## src/rtl/scl_pkg.sv

```systemverilog
/*
  Shared constants and carrier types of the serial link credit and error handler.
  Assumes a 25 MHz system clock and a 32-bit APB register bus with byte addresses.
*/
package scl_pkg;
  // ==========================================================================
  // clock and timing
  // ==========================================================================
  localparam int CLK_PERIOD_NS = 40;
  localparam int DISC_TIME_NS = 850;
  localparam int HOLD_TIME_NS = 6400;
  localparam int WAIT_TIME_NS = 12800;
  localparam int TOUT_TIME_NS = 12800;
  localparam logic [4:0] DISC_CYC = 5'(DISC_TIME_NS / CLK_PERIOD_NS);
  localparam logic [8:0] HOLD_CYC = 9'(HOLD_TIME_NS / CLK_PERIOD_NS);
  localparam logic [8:0] WAIT_CYC = 9'(WAIT_TIME_NS / CLK_PERIOD_NS);
  localparam logic [8:0] TOUT_CYC = 9'(TOUT_TIME_NS / CLK_PERIOD_NS);

  // ==========================================================================
  // flow control
  // ==========================================================================
  localparam logic [5:0] FCT_GRANT = 6'h08;
  localparam logic [5:0] CREDIT_MAX = 6'h38;
  localparam logic [2:0] FCT_PEND_MAX = 3'h7;

  // ==========================================================================
  // register map
  // ==========================================================================
  localparam logic [7:0] CTRL_ADDR = 8'h00;
  localparam logic [7:0] STATUS_ADDR = 8'h04;
  localparam logic [7:0] ERR_ADDR = 8'h08;
  localparam int CTRL_ENABLE_BIT = 0;
  localparam int CTRL_AUTOSTART_BIT = 1;
  localparam int CTRL_DISABLE_BIT = 2;
  localparam logic [2:0] CTRL_RESET = 3'h0;
  localparam int STATUS_STATE_POS = 0;
  localparam int STATUS_NULL_POS = 6;
  localparam int STATUS_HALT_POS = 7;
  localparam int STATUS_TXCRED_POS = 8;
  localparam int STATUS_RXCRED_POS = 16;
  localparam int STATUS_PEND_POS = 24;
  localparam logic [4:0] ERR_RESET = 5'h00;

  // ==========================================================================
  // types
  // ==========================================================================
  typedef enum logic [5:0] {
    SCL_HOLD    = 6'b000001,
    SCL_WAIT    = 6'b000010,
    SCL_READY   = 6'b000100,
    SCL_STARTED = 6'b001000,
    SCL_CONNECT = 6'b010000,
    SCL_RUN     = 6'b100000
  } scl_state_t;

  typedef enum logic [2:0] {
    SCL_RX_FCT  = 3'h0,
    SCL_RX_ESC  = 3'h1,
    SCL_RX_DATA = 3'h2,
    SCL_RX_EOP  = 3'h3,
    SCL_RX_EEP  = 3'h4
  } scl_rx_kind_t;

  typedef enum logic [2:0] {
    SCL_ERR_NONE   = 3'h0,
    SCL_ERR_DISC   = 3'h1,
    SCL_ERR_PARITY = 3'h2,
    SCL_ERR_ESC    = 3'h3,
    SCL_ERR_CREDIT = 3'h4,
    SCL_ERR_EMPTY  = 3'h5
  } scl_err_t;

  typedef struct packed {
    logic psel;
    logic penable;
    logic pwrite;
    logic [7:0] paddr;
    logic [31:0] pwdata;
  } scl_apb_req_t;

  typedef struct packed {
    logic valid;
    scl_rx_kind_t kind;
    logic parity_err;
  } scl_rx_ev_t;

  typedef struct packed {
    logic d1;
    logic d2;
    logic d3;
    logic s1;
    logic s2;
    logic s3;
  } scl_sync_t;

  typedef struct packed {
    scl_state_t st;
    logic [8:0] tmr;
    scl_sync_t sy;
    logic [4:0] disc_tmr;
    logic armed;
    logic null_seen;
    logic esc_pend;
    logic last_eop;
    logic tx_halt;
    logic [5:0] tx_credit;
    logic [5:0] rx_credit;
    logic [2:0] fct_pend;
    logic [2:0] ctrl;
    logic [4:0] err_sticky;
    logic tx_fct;
    logic tx_nch_valid;
    logic [8:0] tx_nch;
    logic tx_err;
    logic lerr;
    scl_err_t lerr_code;
    logic [31:0] prdata;
  } scl_regs_t;
endpackage

```

## src/rtl/scl_link.sv

```systemverilog
/*
  Exchange-level control of one link end: state sequencing, flow-control credit,
  receiver error detection, exchange-of-silence recovery and APB registers.
  Assumes a character decoder and a character encoder on mclk_in beside it; the raw
  data and strobe lines arrive asynchronously and are synchronised here.
*/
// Behaviour
// - each host room pulse for 8 characters sends one FCT to the far end, unless granted plus pending credit already exceeds 48
// - each received FCT adds 8 to transmit credit unless credit already exceeds 48; ready while credit nonzero
// - each sent normal character costs one credit; zero credit blocks the host
// - any receiver error drops sync and credit, forcing reset and re-initialisation
// - invalid character to send is discarded, halts sending, reports a transmit error
// - no data or strobe transition for over 850 ns means disconnect
// - disconnect detection armed only after the first received bit since reset
// - parity failures after the first NULL start error recovery
// - ESC followed by anything but FCT is an escape error and recovers
// - in run, a normal character with no receive credit is a credit error
// - unexpected FCT or character during start-up resets, never reported as link error
// - in run, end marker right after an end marker is an empty packet error
// - disabled or erroring end stops transmitting entirely so both ends fall silent
// - after silence, step through reset sequence to ready, start only when enabled
// - enabled end facing silent peer sends NULLs 12.8 us then falls silent again
// - even disabled, null flag and disconnect timer keep running
// - errors during any start-up state are not reported to the network level
// - in run, disconnect, parity, escape, credit and empty errors raise link error
// - started and connecting states time out after 12.8 us back to reset
// - no FCT is sent before a NULL has been received
`timescale 1ns/1ps
module scl_link (
  input wire logic mclk_in,                        // system clock, 25 MHz
  input wire logic rst_in,                         // asynchronous reset, active high
  input wire scl_pkg::scl_apb_req_t apb_in,        // apb request from the bus master
  output logic [31:0] prdata_out,                  // apb read data
  output logic pready_out,                         // apb ready
  output logic pslverr_out,                        // apb error on unmapped address
  input wire logic rx_data_in,                     // raw data line, asynchronous
  input wire logic rx_strobe_in,                   // raw strobe line, asynchronous
  input wire scl_pkg::scl_rx_ev_t rx_ev_in,        // decoded character from the receiver
  input wire logic rx_room_in,                     // host freed room for 8 characters
  input wire logic tx_valid_in,                    // host offers a character to send
  input wire logic [8:0] tx_char_in,               // bit 8 set marks an end marker
  output logic tx_ready_out,                       // host character taken this cycle
  input wire logic tx_link_ready_in,               // encoder can take a character
  output logic tx_run_out,                         // encoder enabled, idles with NULLs
  output logic tx_fct_out,                         // send one FCT, pulse
  output logic tx_nch_valid_out,                   // send tx_nch_out, pulse
  output logic [8:0] tx_nch_out,                   // normal character to send
  output logic tx_err_out,                         // invalid character discarded, pulse
  output logic link_err_out,                       // link error in run, pulse
  output scl_pkg::scl_err_t link_err_code_out,     // type of the last link error
  output scl_pkg::scl_state_t state_out            // current exchange state
);
  import scl_pkg::*;

  // ==========================================================================
  // state
  // ==========================================================================
  scl_regs_t r;
  scl_regs_t next_r;
  logic fct_go;
  logic nch_slot;

  // one character per slot; wait out the pulse just issued
  assign fct_go = (r.st == SCL_CONNECT || r.st == SCL_RUN) && r.null_seen &&
                  r.fct_pend != 3'h0 && tx_link_ready_in && !r.tx_fct && !r.tx_nch_valid;
  assign nch_slot = r.st == SCL_RUN && !r.tx_halt && r.tx_credit != 6'h00 &&
                    tx_link_ready_in && !fct_go && !r.tx_fct && !r.tx_nch_valid;
  assign tx_ready_out = nch_slot;
  assign pready_out = apb_in.psel && apb_in.penable;
  assign pslverr_out = apb_in.psel && apb_in.penable && apb_in.paddr != CTRL_ADDR &&
                       apb_in.paddr != STATUS_ADDR && apb_in.paddr != ERR_ADDR;

  assign prdata_out = r.prdata;
  assign tx_run_out = r.st == SCL_STARTED || r.st == SCL_CONNECT || r.st == SCL_RUN;
  assign tx_fct_out = r.tx_fct;
  assign tx_nch_valid_out = r.tx_nch_valid;
  assign tx_nch_out = r.tx_nch;
  assign tx_err_out = r.tx_err;
  assign link_err_out = r.lerr;
  assign link_err_code_out = r.lerr_code;
  assign state_out = r.st;

  // ==========================================================================
  // next state
  // ==========================================================================
  always_comb begin
    logic trans;
    logic disc;
    logic rv;
    logic esc_e;
    logic got_null;
    logic plain_fct;
    logic nchar;
    logic eopish;
    logic par_e;
    logic cred_e;
    logic empty_e;
    logic seq_e;
    logic run_err;
    logic fault;
    logic link_on;
    logic go_hold;
    logic tmo;
    logic wr;
    logic [6:0] booked;
    logic [4:0] err_set;
    logic [4:0] err_clr;
    scl_err_t code;
    trans = 1'b0;
    disc = 1'b0;
    rv = 1'b0;
    esc_e = 1'b0;
    got_null = 1'b0;
    plain_fct = 1'b0;
    nchar = 1'b0;
    eopish = 1'b0;
    par_e = 1'b0;
    cred_e = 1'b0;
    empty_e = 1'b0;
    seq_e = 1'b0;
    run_err = 1'b0;
    fault = 1'b0;
    link_on = 1'b0;
    go_hold = 1'b0;
    tmo = 1'b0;
    wr = 1'b0;
    booked = 7'h00;
    err_set = 5'h00;
    err_clr = 5'h00;
    code = SCL_ERR_NONE;
    next_r = r;
    next_r.tx_fct = 1'b0;
    next_r.tx_nch_valid = 1'b0;
    next_r.tx_err = 1'b0;
    next_r.lerr = 1'b0;

    // line synchronisers in every state; disconnect timer in every state but fault hold, which clears and disarms it
    next_r.sy.d1 = rx_data_in;
    next_r.sy.d2 = r.sy.d1;
    next_r.sy.d3 = r.sy.d2;
    next_r.sy.s1 = rx_strobe_in;
    next_r.sy.s2 = r.sy.s1;
    next_r.sy.s3 = r.sy.s2;
    trans = (r.sy.d2 ^ r.sy.d3) | (r.sy.s2 ^ r.sy.s3);
    if (trans) begin
      next_r.disc_tmr = 5'h00;
      next_r.armed = 1'b1;
    end else if (r.armed && r.disc_tmr != DISC_CYC) begin
      next_r.disc_tmr = r.disc_tmr + 5'h01;
    end
    disc = r.armed && r.disc_tmr == DISC_CYC;

    // character classification; receiver is held in reset during fault hold
    rv = rx_ev_in.valid && r.st != SCL_HOLD;
    esc_e = rv && r.esc_pend && rx_ev_in.kind != SCL_RX_FCT;
    got_null = rv && r.esc_pend && rx_ev_in.kind == SCL_RX_FCT;
    plain_fct = rv && !r.esc_pend && rx_ev_in.kind == SCL_RX_FCT;
    nchar = rv && !r.esc_pend && (rx_ev_in.kind == SCL_RX_DATA ||
            rx_ev_in.kind == SCL_RX_EOP || rx_ev_in.kind == SCL_RX_EEP);
    eopish = rx_ev_in.kind == SCL_RX_EOP || rx_ev_in.kind == SCL_RX_EEP;
    par_e = rv && rx_ev_in.parity_err && r.null_seen;
    cred_e = r.st == SCL_RUN && nchar && r.rx_credit == 6'h00;
    empty_e = r.st == SCL_RUN && nchar && eopish && r.last_eop;
    seq_e = ((r.st == SCL_WAIT || r.st == SCL_READY || r.st == SCL_STARTED) &&
             (plain_fct || nchar)) || (r.st == SCL_CONNECT && nchar);
    if (rv) begin
      next_r.esc_pend = rx_ev_in.kind == SCL_RX_ESC;
    end
    if (got_null) begin
      next_r.null_seen = 1'b1;
    end
    if (nchar) begin
      next_r.last_eop = eopish;
      if (r.st == SCL_RUN && r.rx_credit != 6'h00) begin
        next_r.rx_credit = r.rx_credit - 6'h01;
      end
    end
    fault = (disc || par_e || esc_e || cred_e || empty_e || seq_e) && r.st != SCL_HOLD;

    // link error report, run state only
    run_err = r.st == SCL_RUN && (disc || par_e || esc_e || cred_e || empty_e);
    if (disc) begin
      code = SCL_ERR_DISC;
    end else if (par_e) begin
      code = SCL_ERR_PARITY;
    end else if (esc_e) begin
      code = SCL_ERR_ESC;
    end else if (cred_e) begin
      code = SCL_ERR_CREDIT;
    end else if (empty_e) begin
      code = SCL_ERR_EMPTY;
    end
    if (run_err) begin
      next_r.lerr = 1'b1;
      next_r.lerr_code = code;
      err_set = 5'(5'h01 << (3'(code) - 3'h1));
    end

    // credit granted to the far end
    booked = {1'b0, r.fct_pend, 3'h0} + {1'b0, r.rx_credit};
    if (rx_room_in && r.fct_pend != FCT_PEND_MAX && booked <= {1'b0, CREDIT_MAX - FCT_GRANT}) begin
      next_r.fct_pend = r.fct_pend + 3'h1;
    end
    if (fct_go) begin
      next_r.tx_fct = 1'b1;
      next_r.fct_pend = next_r.fct_pend - 3'h1;
      next_r.rx_credit = next_r.rx_credit + FCT_GRANT;
    end

    // credit granted by the far end
    if (plain_fct && (r.st == SCL_CONNECT || r.st == SCL_RUN) && r.tx_credit <= CREDIT_MAX - FCT_GRANT) begin
      next_r.tx_credit = r.tx_credit + FCT_GRANT;
    end

    // host characters
    if (nch_slot && tx_valid_in) begin
      if (tx_char_in[8] && tx_char_in[7:1] != 7'h00) begin
        next_r.tx_err = 1'b1;
        next_r.tx_halt = 1'b1;
      end else begin
        next_r.tx_nch_valid = 1'b1;
        next_r.tx_nch = tx_char_in;
        next_r.tx_credit = next_r.tx_credit - 6'h01;
      end
    end

    // exchange state sequencing
    link_on = !r.ctrl[CTRL_DISABLE_BIT] && (r.ctrl[CTRL_ENABLE_BIT] ||
              (r.ctrl[CTRL_AUTOSTART_BIT] && r.null_seen));
    tmo = r.tmr >= TOUT_CYC - 9'h001;
    next_r.tmr = r.tmr + 9'h001;
    unique case (r.st)
      SCL_HOLD: begin
        if (r.tmr >= HOLD_CYC - 9'h001) begin
          next_r.st = SCL_WAIT;
          next_r.tmr = 9'h000;
        end
      end
      SCL_WAIT: begin
        if (fault) begin
          go_hold = 1'b1;
        end else if (r.tmr >= WAIT_CYC - 9'h001) begin
          next_r.st = SCL_READY;
          next_r.tmr = 9'h000;
        end
      end
      SCL_READY: begin
        next_r.tmr = 9'h000;
        if (fault) begin
          go_hold = 1'b1;
        end else if (link_on) begin
          next_r.st = SCL_STARTED;
        end
      end
      SCL_STARTED: begin
        if (fault || !link_on || tmo) begin
          go_hold = 1'b1;
        end else if (r.null_seen) begin
          next_r.st = SCL_CONNECT;
          next_r.tmr = 9'h000;
        end
      end
      SCL_CONNECT: begin
        if (fault || !link_on || tmo) begin
          go_hold = 1'b1;
        end else if (plain_fct) begin
          next_r.st = SCL_RUN;
        end
      end
      SCL_RUN: begin
        next_r.tmr = 9'h000;
        if (fault || !link_on) begin
          go_hold = 1'b1;
        end
      end
      default: begin
        go_hold = 1'b1;
      end
    endcase

    // fault hold resets receiver, credit and transmit halt
    if (go_hold || r.st == SCL_HOLD) begin
      if (go_hold) begin
        next_r.st = SCL_HOLD;
        next_r.tmr = 9'h000;
      end
      next_r.armed = 1'b0;
      next_r.disc_tmr = 5'h00;
      next_r.null_seen = 1'b0;
      next_r.esc_pend = 1'b0;
      next_r.last_eop = 1'b0;
      next_r.tx_halt = 1'b0;
      next_r.tx_credit = 6'h00;
      next_r.rx_credit = 6'h00;
      next_r.fct_pend = 3'h0;
      next_r.tx_nch_valid = 1'b0;
      next_r.tx_fct = 1'b0;
    end

    // apb registers
    wr = apb_in.psel && apb_in.penable && apb_in.pwrite;
    if (wr && apb_in.paddr == CTRL_ADDR) begin
      next_r.ctrl = apb_in.pwdata[2:0];
    end
    if (wr && apb_in.paddr == ERR_ADDR) begin
      err_clr = apb_in.pwdata[4:0];
    end
    next_r.err_sticky = (r.err_sticky & ~err_clr) | err_set;
    if (apb_in.psel && !apb_in.penable) begin
      next_r.prdata = 32'h00000000;
      unique case (apb_in.paddr)
        CTRL_ADDR: next_r.prdata[2:0] = r.ctrl;
        STATUS_ADDR: begin
          next_r.prdata[STATUS_STATE_POS +: 6] = r.st;
          next_r.prdata[STATUS_NULL_POS] = r.null_seen;
          next_r.prdata[STATUS_HALT_POS] = r.tx_halt;
          next_r.prdata[STATUS_TXCRED_POS +: 6] = r.tx_credit;
          next_r.prdata[STATUS_RXCRED_POS +: 6] = r.rx_credit;
          next_r.prdata[STATUS_PEND_POS +: 3] = r.fct_pend;
        end
        ERR_ADDR: next_r.prdata[4:0] = r.err_sticky;
        default: next_r.prdata = 32'h00000000;
      endcase
    end
  end

  // ==========================================================================
  // registers
  // ==========================================================================
  always_ff @(posedge mclk_in or posedge rst_in) begin
    if (rst_in) begin
      r <= '{st: SCL_HOLD, ctrl: CTRL_RESET, err_sticky: ERR_RESET, lerr_code: SCL_ERR_NONE, default: '0};
    end else begin
      r <= next_r;
    end
  end
endmodule

```

## config.mk

```make
export PLATFORM = sky130hd
export DESIGN_NAME = scl_link
export DESIGN_NICKNAME = d
export VERILOG_FILES = /design/src/rtl/scl_pkg.sv /design/src/rtl/scl_link.sv
export SDC_FILE = /design/constraint.sdc
export NUM_CORES = 1
export LEC_CHECK = 0
export BUFFER_PORTS_ARGS = -buffer_cell sky130_fd_sc_hd__buf_2
export CAP_MARGIN = 0
export CORE_MARGIN = 4
export CORE_UTILIZATION = 40
export CTS_CLUSTER_SIZE = 8
export DETAILED_ROUTE_END_ITERATION = 10
export SLEW_MARGIN = 25
export SYNTH_ARGS = -nofsm -noshare
export SYNTH_HDL_FRONTEND = slang
export SYNTH_SLANG_ARGS = --single-unit
```

## constraint.sdc

```tcl
create_clock -name mclk_in -period 7.5 [get_ports mclk_in]
set_clock_uncertainty 0.1 [all_clocks]
set_input_delay 0.75 -clock mclk_in [delete_from_list [all_inputs] [get_ports mclk_in]]
set_output_delay 0.75 -clock mclk_in [all_outputs]
set_load 0.02 [all_outputs]
```

==> impl_metrics.yaml, run 1 <==
cts:
  cts_setup_buffers: 0
  clock_latency_reported_for_the_late_side_of_the_worst_skew_pair_ps: 350
  cts-hold-fix-buffers: 0
  cts_resized: 0
  clock_tree.htree_level_count: 3
  tritoncts.num_buffers: 9
  root_buffer_cell: "clkbuf_16"
  tritoncts: "yes"
  clk_pin_slew_worst_paths_ps: 60
  cts_buffer_depth: 2
  cts_num_sinks: 93
placement:
  pre_cts_slack_ps: 3660
  dp.final_hpwl_um: 8270
  placed_area_um2: 5560
  gpl.final_weighted_congestion: 0.871
  placement.io_buffers: 85
floorplanning:
  placementRows: 41
  die_extent_in_x_um: 123
  floorplan.core_area_um2: 12800
  floorplan.initialDensity_pct: 41.5
  die_h_um: 123
  pin_count: 122
  die-area_um2: 15200
worst_setup_path:
  cp_data_required_time_ps: 7590
  timing.critical_path.cells: "buf_2, or4_1, o41ai_1, nand4_1, nor4_1, o21ai_0, xnor2_1, nor3_1"
  critical_path_arrival_ps: 3550
  critical_path.slowest_cell: "nand4_1"
  cp_slowest_stage_delay_ps: 700
  cp_endpoint_kind: "flop"
  crit_type: "primary input to flop"
  critPathMaxFanout: 16
  critPathBufInv: 1
  worst_setup_path_start_kind: "primary input"
  cp_top_family: "simple AND/OR/NAND/NOR gates"
detailed_routing:
  ant_nets: 0
  initialDrtViolationCount: 255
  wire_per_inst_um: 14.8
  drc: 0
  routed_via_density: 5.22
  drt_pre_antenna_iters: 4
  vias: 4003
  wirelength_um: 11400
grt:
  grt_pass1_vias: 4009
  global_route.usage.total_pct: 15.8
  antenna_found_initial: 0
  grt_pass1_wl_um: 19000
  grt_overflow_total: 0
  grt_start_max_net_pins: 74
power:
  power.share.combinational_pct: 4.3
  p_int_mw: 0.782
  power.switching_mw: 0.218
  leakagePower_nw: 2.68
  switching_share_pct: 21.8
  clockPowerShare_pct: 45.2
  seqPwrFrac_pct: 50.5
  max-vdd-ir-drop_mv: 0.0850
  powerDensity_nw_per_um2: 171
  post_route_total_power_mw: 1.00
finish:
  antenna-diode-count: 0
  area_growth_syn_to_layout_pct: 9.96
  final_design_area_no_fill_um2: 5860
  finish.net_count: 670
  final_core_utilization_pct: 45.7
  drive_above_1_share_pct: 23.4
  nFillCells: 1251
timing:
  rsz0062_at_grt: "false"
  finalMaxSlewViolations: 0
  setup_total_negative_slack_ps: 0
  worst_margin_pin_slew_ps: 888
  achievable-frequency_ghz: 0.289
  setup_viol: 0
  final.min_clock_period_ps: 3460
  timing.max_slew.rel_slack_pct: 40.6
  finalHoldViolations: 0
  timing.final.ws_setup_ps: 4040
  final.period_utilization_pct: 46.1
logic_synthesis:
  synthDistinctLibCells: 68
  synthesis.instances: 557
  number_of_flops_mapped_to_enable_cells_by_yosys: 0
  yosysWarnings: 0
  synth-main-ff-cell: "dfrtp_1"
  ys_ff_latch: 93
  syn_area_um2: 5330
  yosys.area.top_type_share_pct: 43.2
  syn-mean-instance-area_um2: 9.56
  synth.yosys.seq_area_share_pct: 43.7
  synthDominantAreaCellType: "dfrtp_1"
  synthArstFlopShare_pct: 100
  synth_area_leaders: "dfrtp_1 (43%), buf_4 (7.0%), nand2_1 (5.1%)"
  post-synth-top-count-cell: "dfrtp_1"
  yosys-top-cells-count: "dfrtp_1 (92), nand2_1 (73), buf_4 (50)"
worst_hold_path:
  min-delay-path-class: "flop to flop"
outcome:
  outcome: "complete, no violations"
job:
  max_cap_viol_count: 0
power groups by stage:
| stage | clock [mW] | sequential, mW | combinational (mW) |
|---|---|---|---|
| final | 0.452 | 0.505 | 0.0429 |
| after global routing | 0.488 | 0.504 | 0.0493 |
| after CTS | 0.466 | 0.505 | 0.0437 |
| after detailed placement | 0 | 0.514 | 0.0435 |
| after global placement | 0 | 0.514 | 0.0424 |
| after floorplan | 0 | 0.514 | 0.0292 |
state kept, by name (all words and copies together) (netlist names):
register           cells
link_err_code_out      3
tx_err_out             1
prdata_out            23
tx_nch_out             9
state_out              6
tx_nch_valid_out       1
r                     44
next_r                 4
tx_fct_out             1
link_err_out           1
placed cells by master, fill, tap and decap left out, types with 10 or more instances in the layout:
| master | instances |
|---|---|
| ha_1 | 14 |
| inv_1 | 18 |
| nor3_1 | 38 |
| mux2_2 | 14 |
| xor2_1 | 13 |
| nor2b_1 | 10 |
| buf_2 | 85 |
| nand3_1 | 10 |
| a21oi_1 | 14 |
| nand2_1 | 73 |
| o21ai_0 | 31 |
| nor2_1 | 21 |
| dfrtp_1 | 92 |
| xnor2_1 | 19 |
worst paths after layout:
check                         startpoint       endpoint  slack [ps]  depth (start not counted)
hold / removal                next_r[82]     next_r[81]         250                          0
max in group asynchronous         rst_in  prdata_out[1]        6060                          3
setup reg to reg            state_out[2]          r[57]        4050                          6
hold reg to reg               next_r[82]     next_r[81]         250                          0
setup / recovery           tx_char_in[3]          r[70]        4040                          8
min in group asynchronous         rst_in          r[81]         270                          2
stage by stage:
step                      hold WS (ps)  instances
after global routing               263        767
after detailed placement           243        752
after CTS                          257        767
final                              252        767
after global placement             234        752
after floorplan                    231        565
routing by layer:
layer	up-vias	GRT usage, %	wire length, um
met4	0	9.48	369
met1	1914	20.3	5230
met5	-	0	0
met2	114	24.6	5130
li1	1955	-	-
met3	20	3.16	642
area by class of cell:
class / count / area [um^2] / share of cell area (%)
well taps: 172 / 215 / 3.67
repair buffers: 89 / 459 / 7.84
clock buffers: 11 / 243 / 4.14
inverters: 19 / 72.6 / 1.24
multi-input cells: 379 / 2490 / 42.5
flip-flops and latches: 93 / 2330 / 39.8
clock inverters: 4 / 48.8 / 0.833
cells by family after synthesis:
logic type	synth area share (%)
and+or+nand+nor	20.3
AOI/OAI and AO/OA	12.8
DFF	43.7
buffers and inverters	10.3
xor gates and xnor gates	5.26
muxes	3.90
adders and majority gates	3.66
other	0.0704
(Power assumes the default switching activity.)
==> run 2: changes to the inputs <==
==> constraint.sdc (replaced) <==
create_clock -name mclk_in -period 2.8 [get_ports mclk_in]
set_clock_uncertainty 0.1 [all_clocks]
set_input_delay 0.28 -clock mclk_in [delete_from_list [all_inputs] [get_ports mclk_in]]
set_output_delay 0.28 -clock mclk_in [all_outputs]
set_load 0.02 [all_outputs]
==> run 2 against run 1 <==
- sequential power rose to 2.7 times the previous value
- core utilization rose by 4.4 points
- first-iteration DRC count fell by 9.4%
- global-route usage rose by 0.62 points
- via count rose by 5.3%
- sequential share of layout area fell by 3.5 points
- cell count rose by 6.3%
- final area rose by 9.6%
- critical path depth rose by 3
- worst setup slack got worse by 4000 ps
- die area did not move
- critical path type is now flop to flop
- critical endpoint is now r[57]
==> impl_metrics.yaml, run 2 (synthesis results as in run 1) <==
worst_setup_path:
  worst_r2r_path_depth: 11
  timing.critical_path.cells: "ha_2, inv_1, fa_2, xnor2_1, o21ai_1, o22ai_1, nor4b_2, buf_4, mux2i_2, ha_1, a2111oi_4"
  crit_type: "flop to flop"
  critical_path.slowest_cell: "dfrtp_1"
  critPathMaxFanout: 3
  critPathBufInv: 2
  cp_slowest_stage_delay_ps: 380
  worst_setup_path_start_kind: "flop"
  cp.depth: 11
  cp_data_required_time_ps: 2940
  cp_endpoint_kind: "flop"
  critical_path_arrival_ps: 2900
  cp_top_family: "adder cells"
cts:
  clk_pin_slew_worst_paths_ps: 70
  cts_num_sinks: 93
  clock_tree.htree_level_count: 3
  root_buffer_cell: "clkbuf_16"
  cts_buffer_depth: 2
  tritoncts.num_buffers: 9
  tritoncts: "yes"
  clock_latency_reported_for_the_late_side_of_the_worst_skew_pair_ps: 350
floorplanning:
  die_extent_in_x_um: 123
  floorplan.initialDensity_pct: 41.5
  die-area_um2: 15200
  floorplan.core_area_um2: 12800
  pin_count: 122
  placementRows: 41
  die_h_um: 123
power:
  seqPwrFrac_pct: 47.4
  power.switching_mw: 0.587
  p_int_mw: 2.26
  leakagePower_nw: 2.96
  power.share.combinational_pct: 4.5
  clockPowerShare_pct: 48.1
  powerDensity_nw_per_um2: 444
  switching_share_pct: 20.6
  max-vdd-ir-drop_mv: 0.246
grt:
  grt_util_met2_pct: 27.3
  grt_util_met3_pct: 2.42
  grt_start_max_net_pins: 52
  grt_overflow_total: 0
  grt_pass1_vias: 4190
  antenna_found_initial: 0
  grt_pass1_wl_um: 19900
  global_route.usage.total_pct: 16.4
  top_usage_layer: "met2"
  grtUsageMet1_pct: 21.1
detailed_routing:
  wire_per_inst_um: 15.0
  routed_via_density: 5.17
  drt_pre_antenna_iters: 4
  drc: 0
  vias: 4214
  initialDrtViolationCount: 231
  ant_nets: 0
  wirelength_um: 12300
finish:
  final_design_area_no_fill_um2: 6420
  finish.net_count: 717
  antenna-diode-count: 0
  largest_register_ff_count: 44
  area_growth_syn_to_layout_pct: 20.5
  drive_above_1_share_pct: 30.6
  max_flop_register: "r"
  mostFrequentLayoutCells: "dfrtp_1 (91), buf_2 (84), nand2_1 (73)"
  final_common_cell: "dfrtp_1"
  finish.cell_count_without_fillers: 815
placement:
  placement.io_buffers: 85
  gpl.final_weighted_congestion: 0.905
  pre_cts_slack_ps: -57.0
  dp.final_hpwl_um: 8830
  placedCellCount: 789
  placed_area_um2: 5890
timing:
  rsz0062_at_grt: "true"
  finalHoldViolations: 0
  timing.final.ws_setup_ps: 43.1
  setup_viol: 0
  achievable-frequency_ghz: 0.363
  finalMaxSlewViolations: 0
  hold-worst-slack_ps: 68.9
  final.period_utilization_pct: 98.5
  timing.max_slew.rel_slack_pct: 46.5
  setup_total_negative_slack_ps: 0
  final.min_clock_period_ps: 2760
  worst_margin_pin_slew_ps: 791
outcome:
  outcome: "complete, no violations"
job:
  max_cap_viol_count: 0
worst_hold_path:
  hold_path_depth: 2
  min-delay-path-class: "primary input to flop"
## run 2: cell count changes in the layout (fill, tap and decap cells not counted), sizes merged
cell / change
dlygate4sd3: +3
bufinv: +2
clkinv: -1
clkbuf: +1
buf: +43
## run 2: per-stage QoR
step	utilization (%)	total power, mW
after global placement	45.9	1.50
after floorplan	-	1.45
after CTS	49.0	2.89
after detailed placement	45.9	1.50
after global routing	50.0	2.97
final	50.0	2.85
## run 2: final timing paths
kind,end,slack [ps],from
setup reg to reg,r[57],40,r[62]
min in group asynchronous,tx_nch_out[6],500,rst_in
hold reg to reg,next_r[84],250,next_r[85]
hold / removal,tx_nch_out[0],70,tx_char_in[0]
setup / recovery,r[57],40,r[62]
max in group asynchronous,r[63],1370,rst_in
## run 2: area by class of cell
class | instances | area, um^2
sequential | 93 | 2330
fill | 1199 | 6410
timing repair buffer | 136 | 890
tap | 172 | 215
clock buffer | 11 | 233
multi-input combinational | 379 | 2580
clock inverter | 5 | 100
inverter | 19 | 72.6
## run 2: repair_timing
action | 4_1_cts | 5_1_grt
hold buffers | 3 | 0
pin swaps | 0 | 4
hold endpoints to repair | 43 | 0
gates resized for setup | 2 | 16
endpoints found under the setup margin | 1 | 43
setup buffers | 3 | 2
gates cloned | 0 | 2
## run 2: metal layers
metal	up-vias	wire [um]
met2	107	5850
met4	0	325
li1	2051	-
met3	17	580
met5	-	0
met1	2039	5500
## run 2: power groups by stage
stage / clock network, mW / logic [mW] / registers, mW
4_1_cts: 1.41 / 0.127 / 1.35
3_5_place_dp: 0 / 0.122 / 1.38
3_3_place_gp: 0 / 0.119 / 1.38
6_report: 1.37 / 0.127 / 1.35
5_1_grt: 1.48 / 0.144 / 1.35
2_1_floorplan: 0 / 0.0784 / 1.38
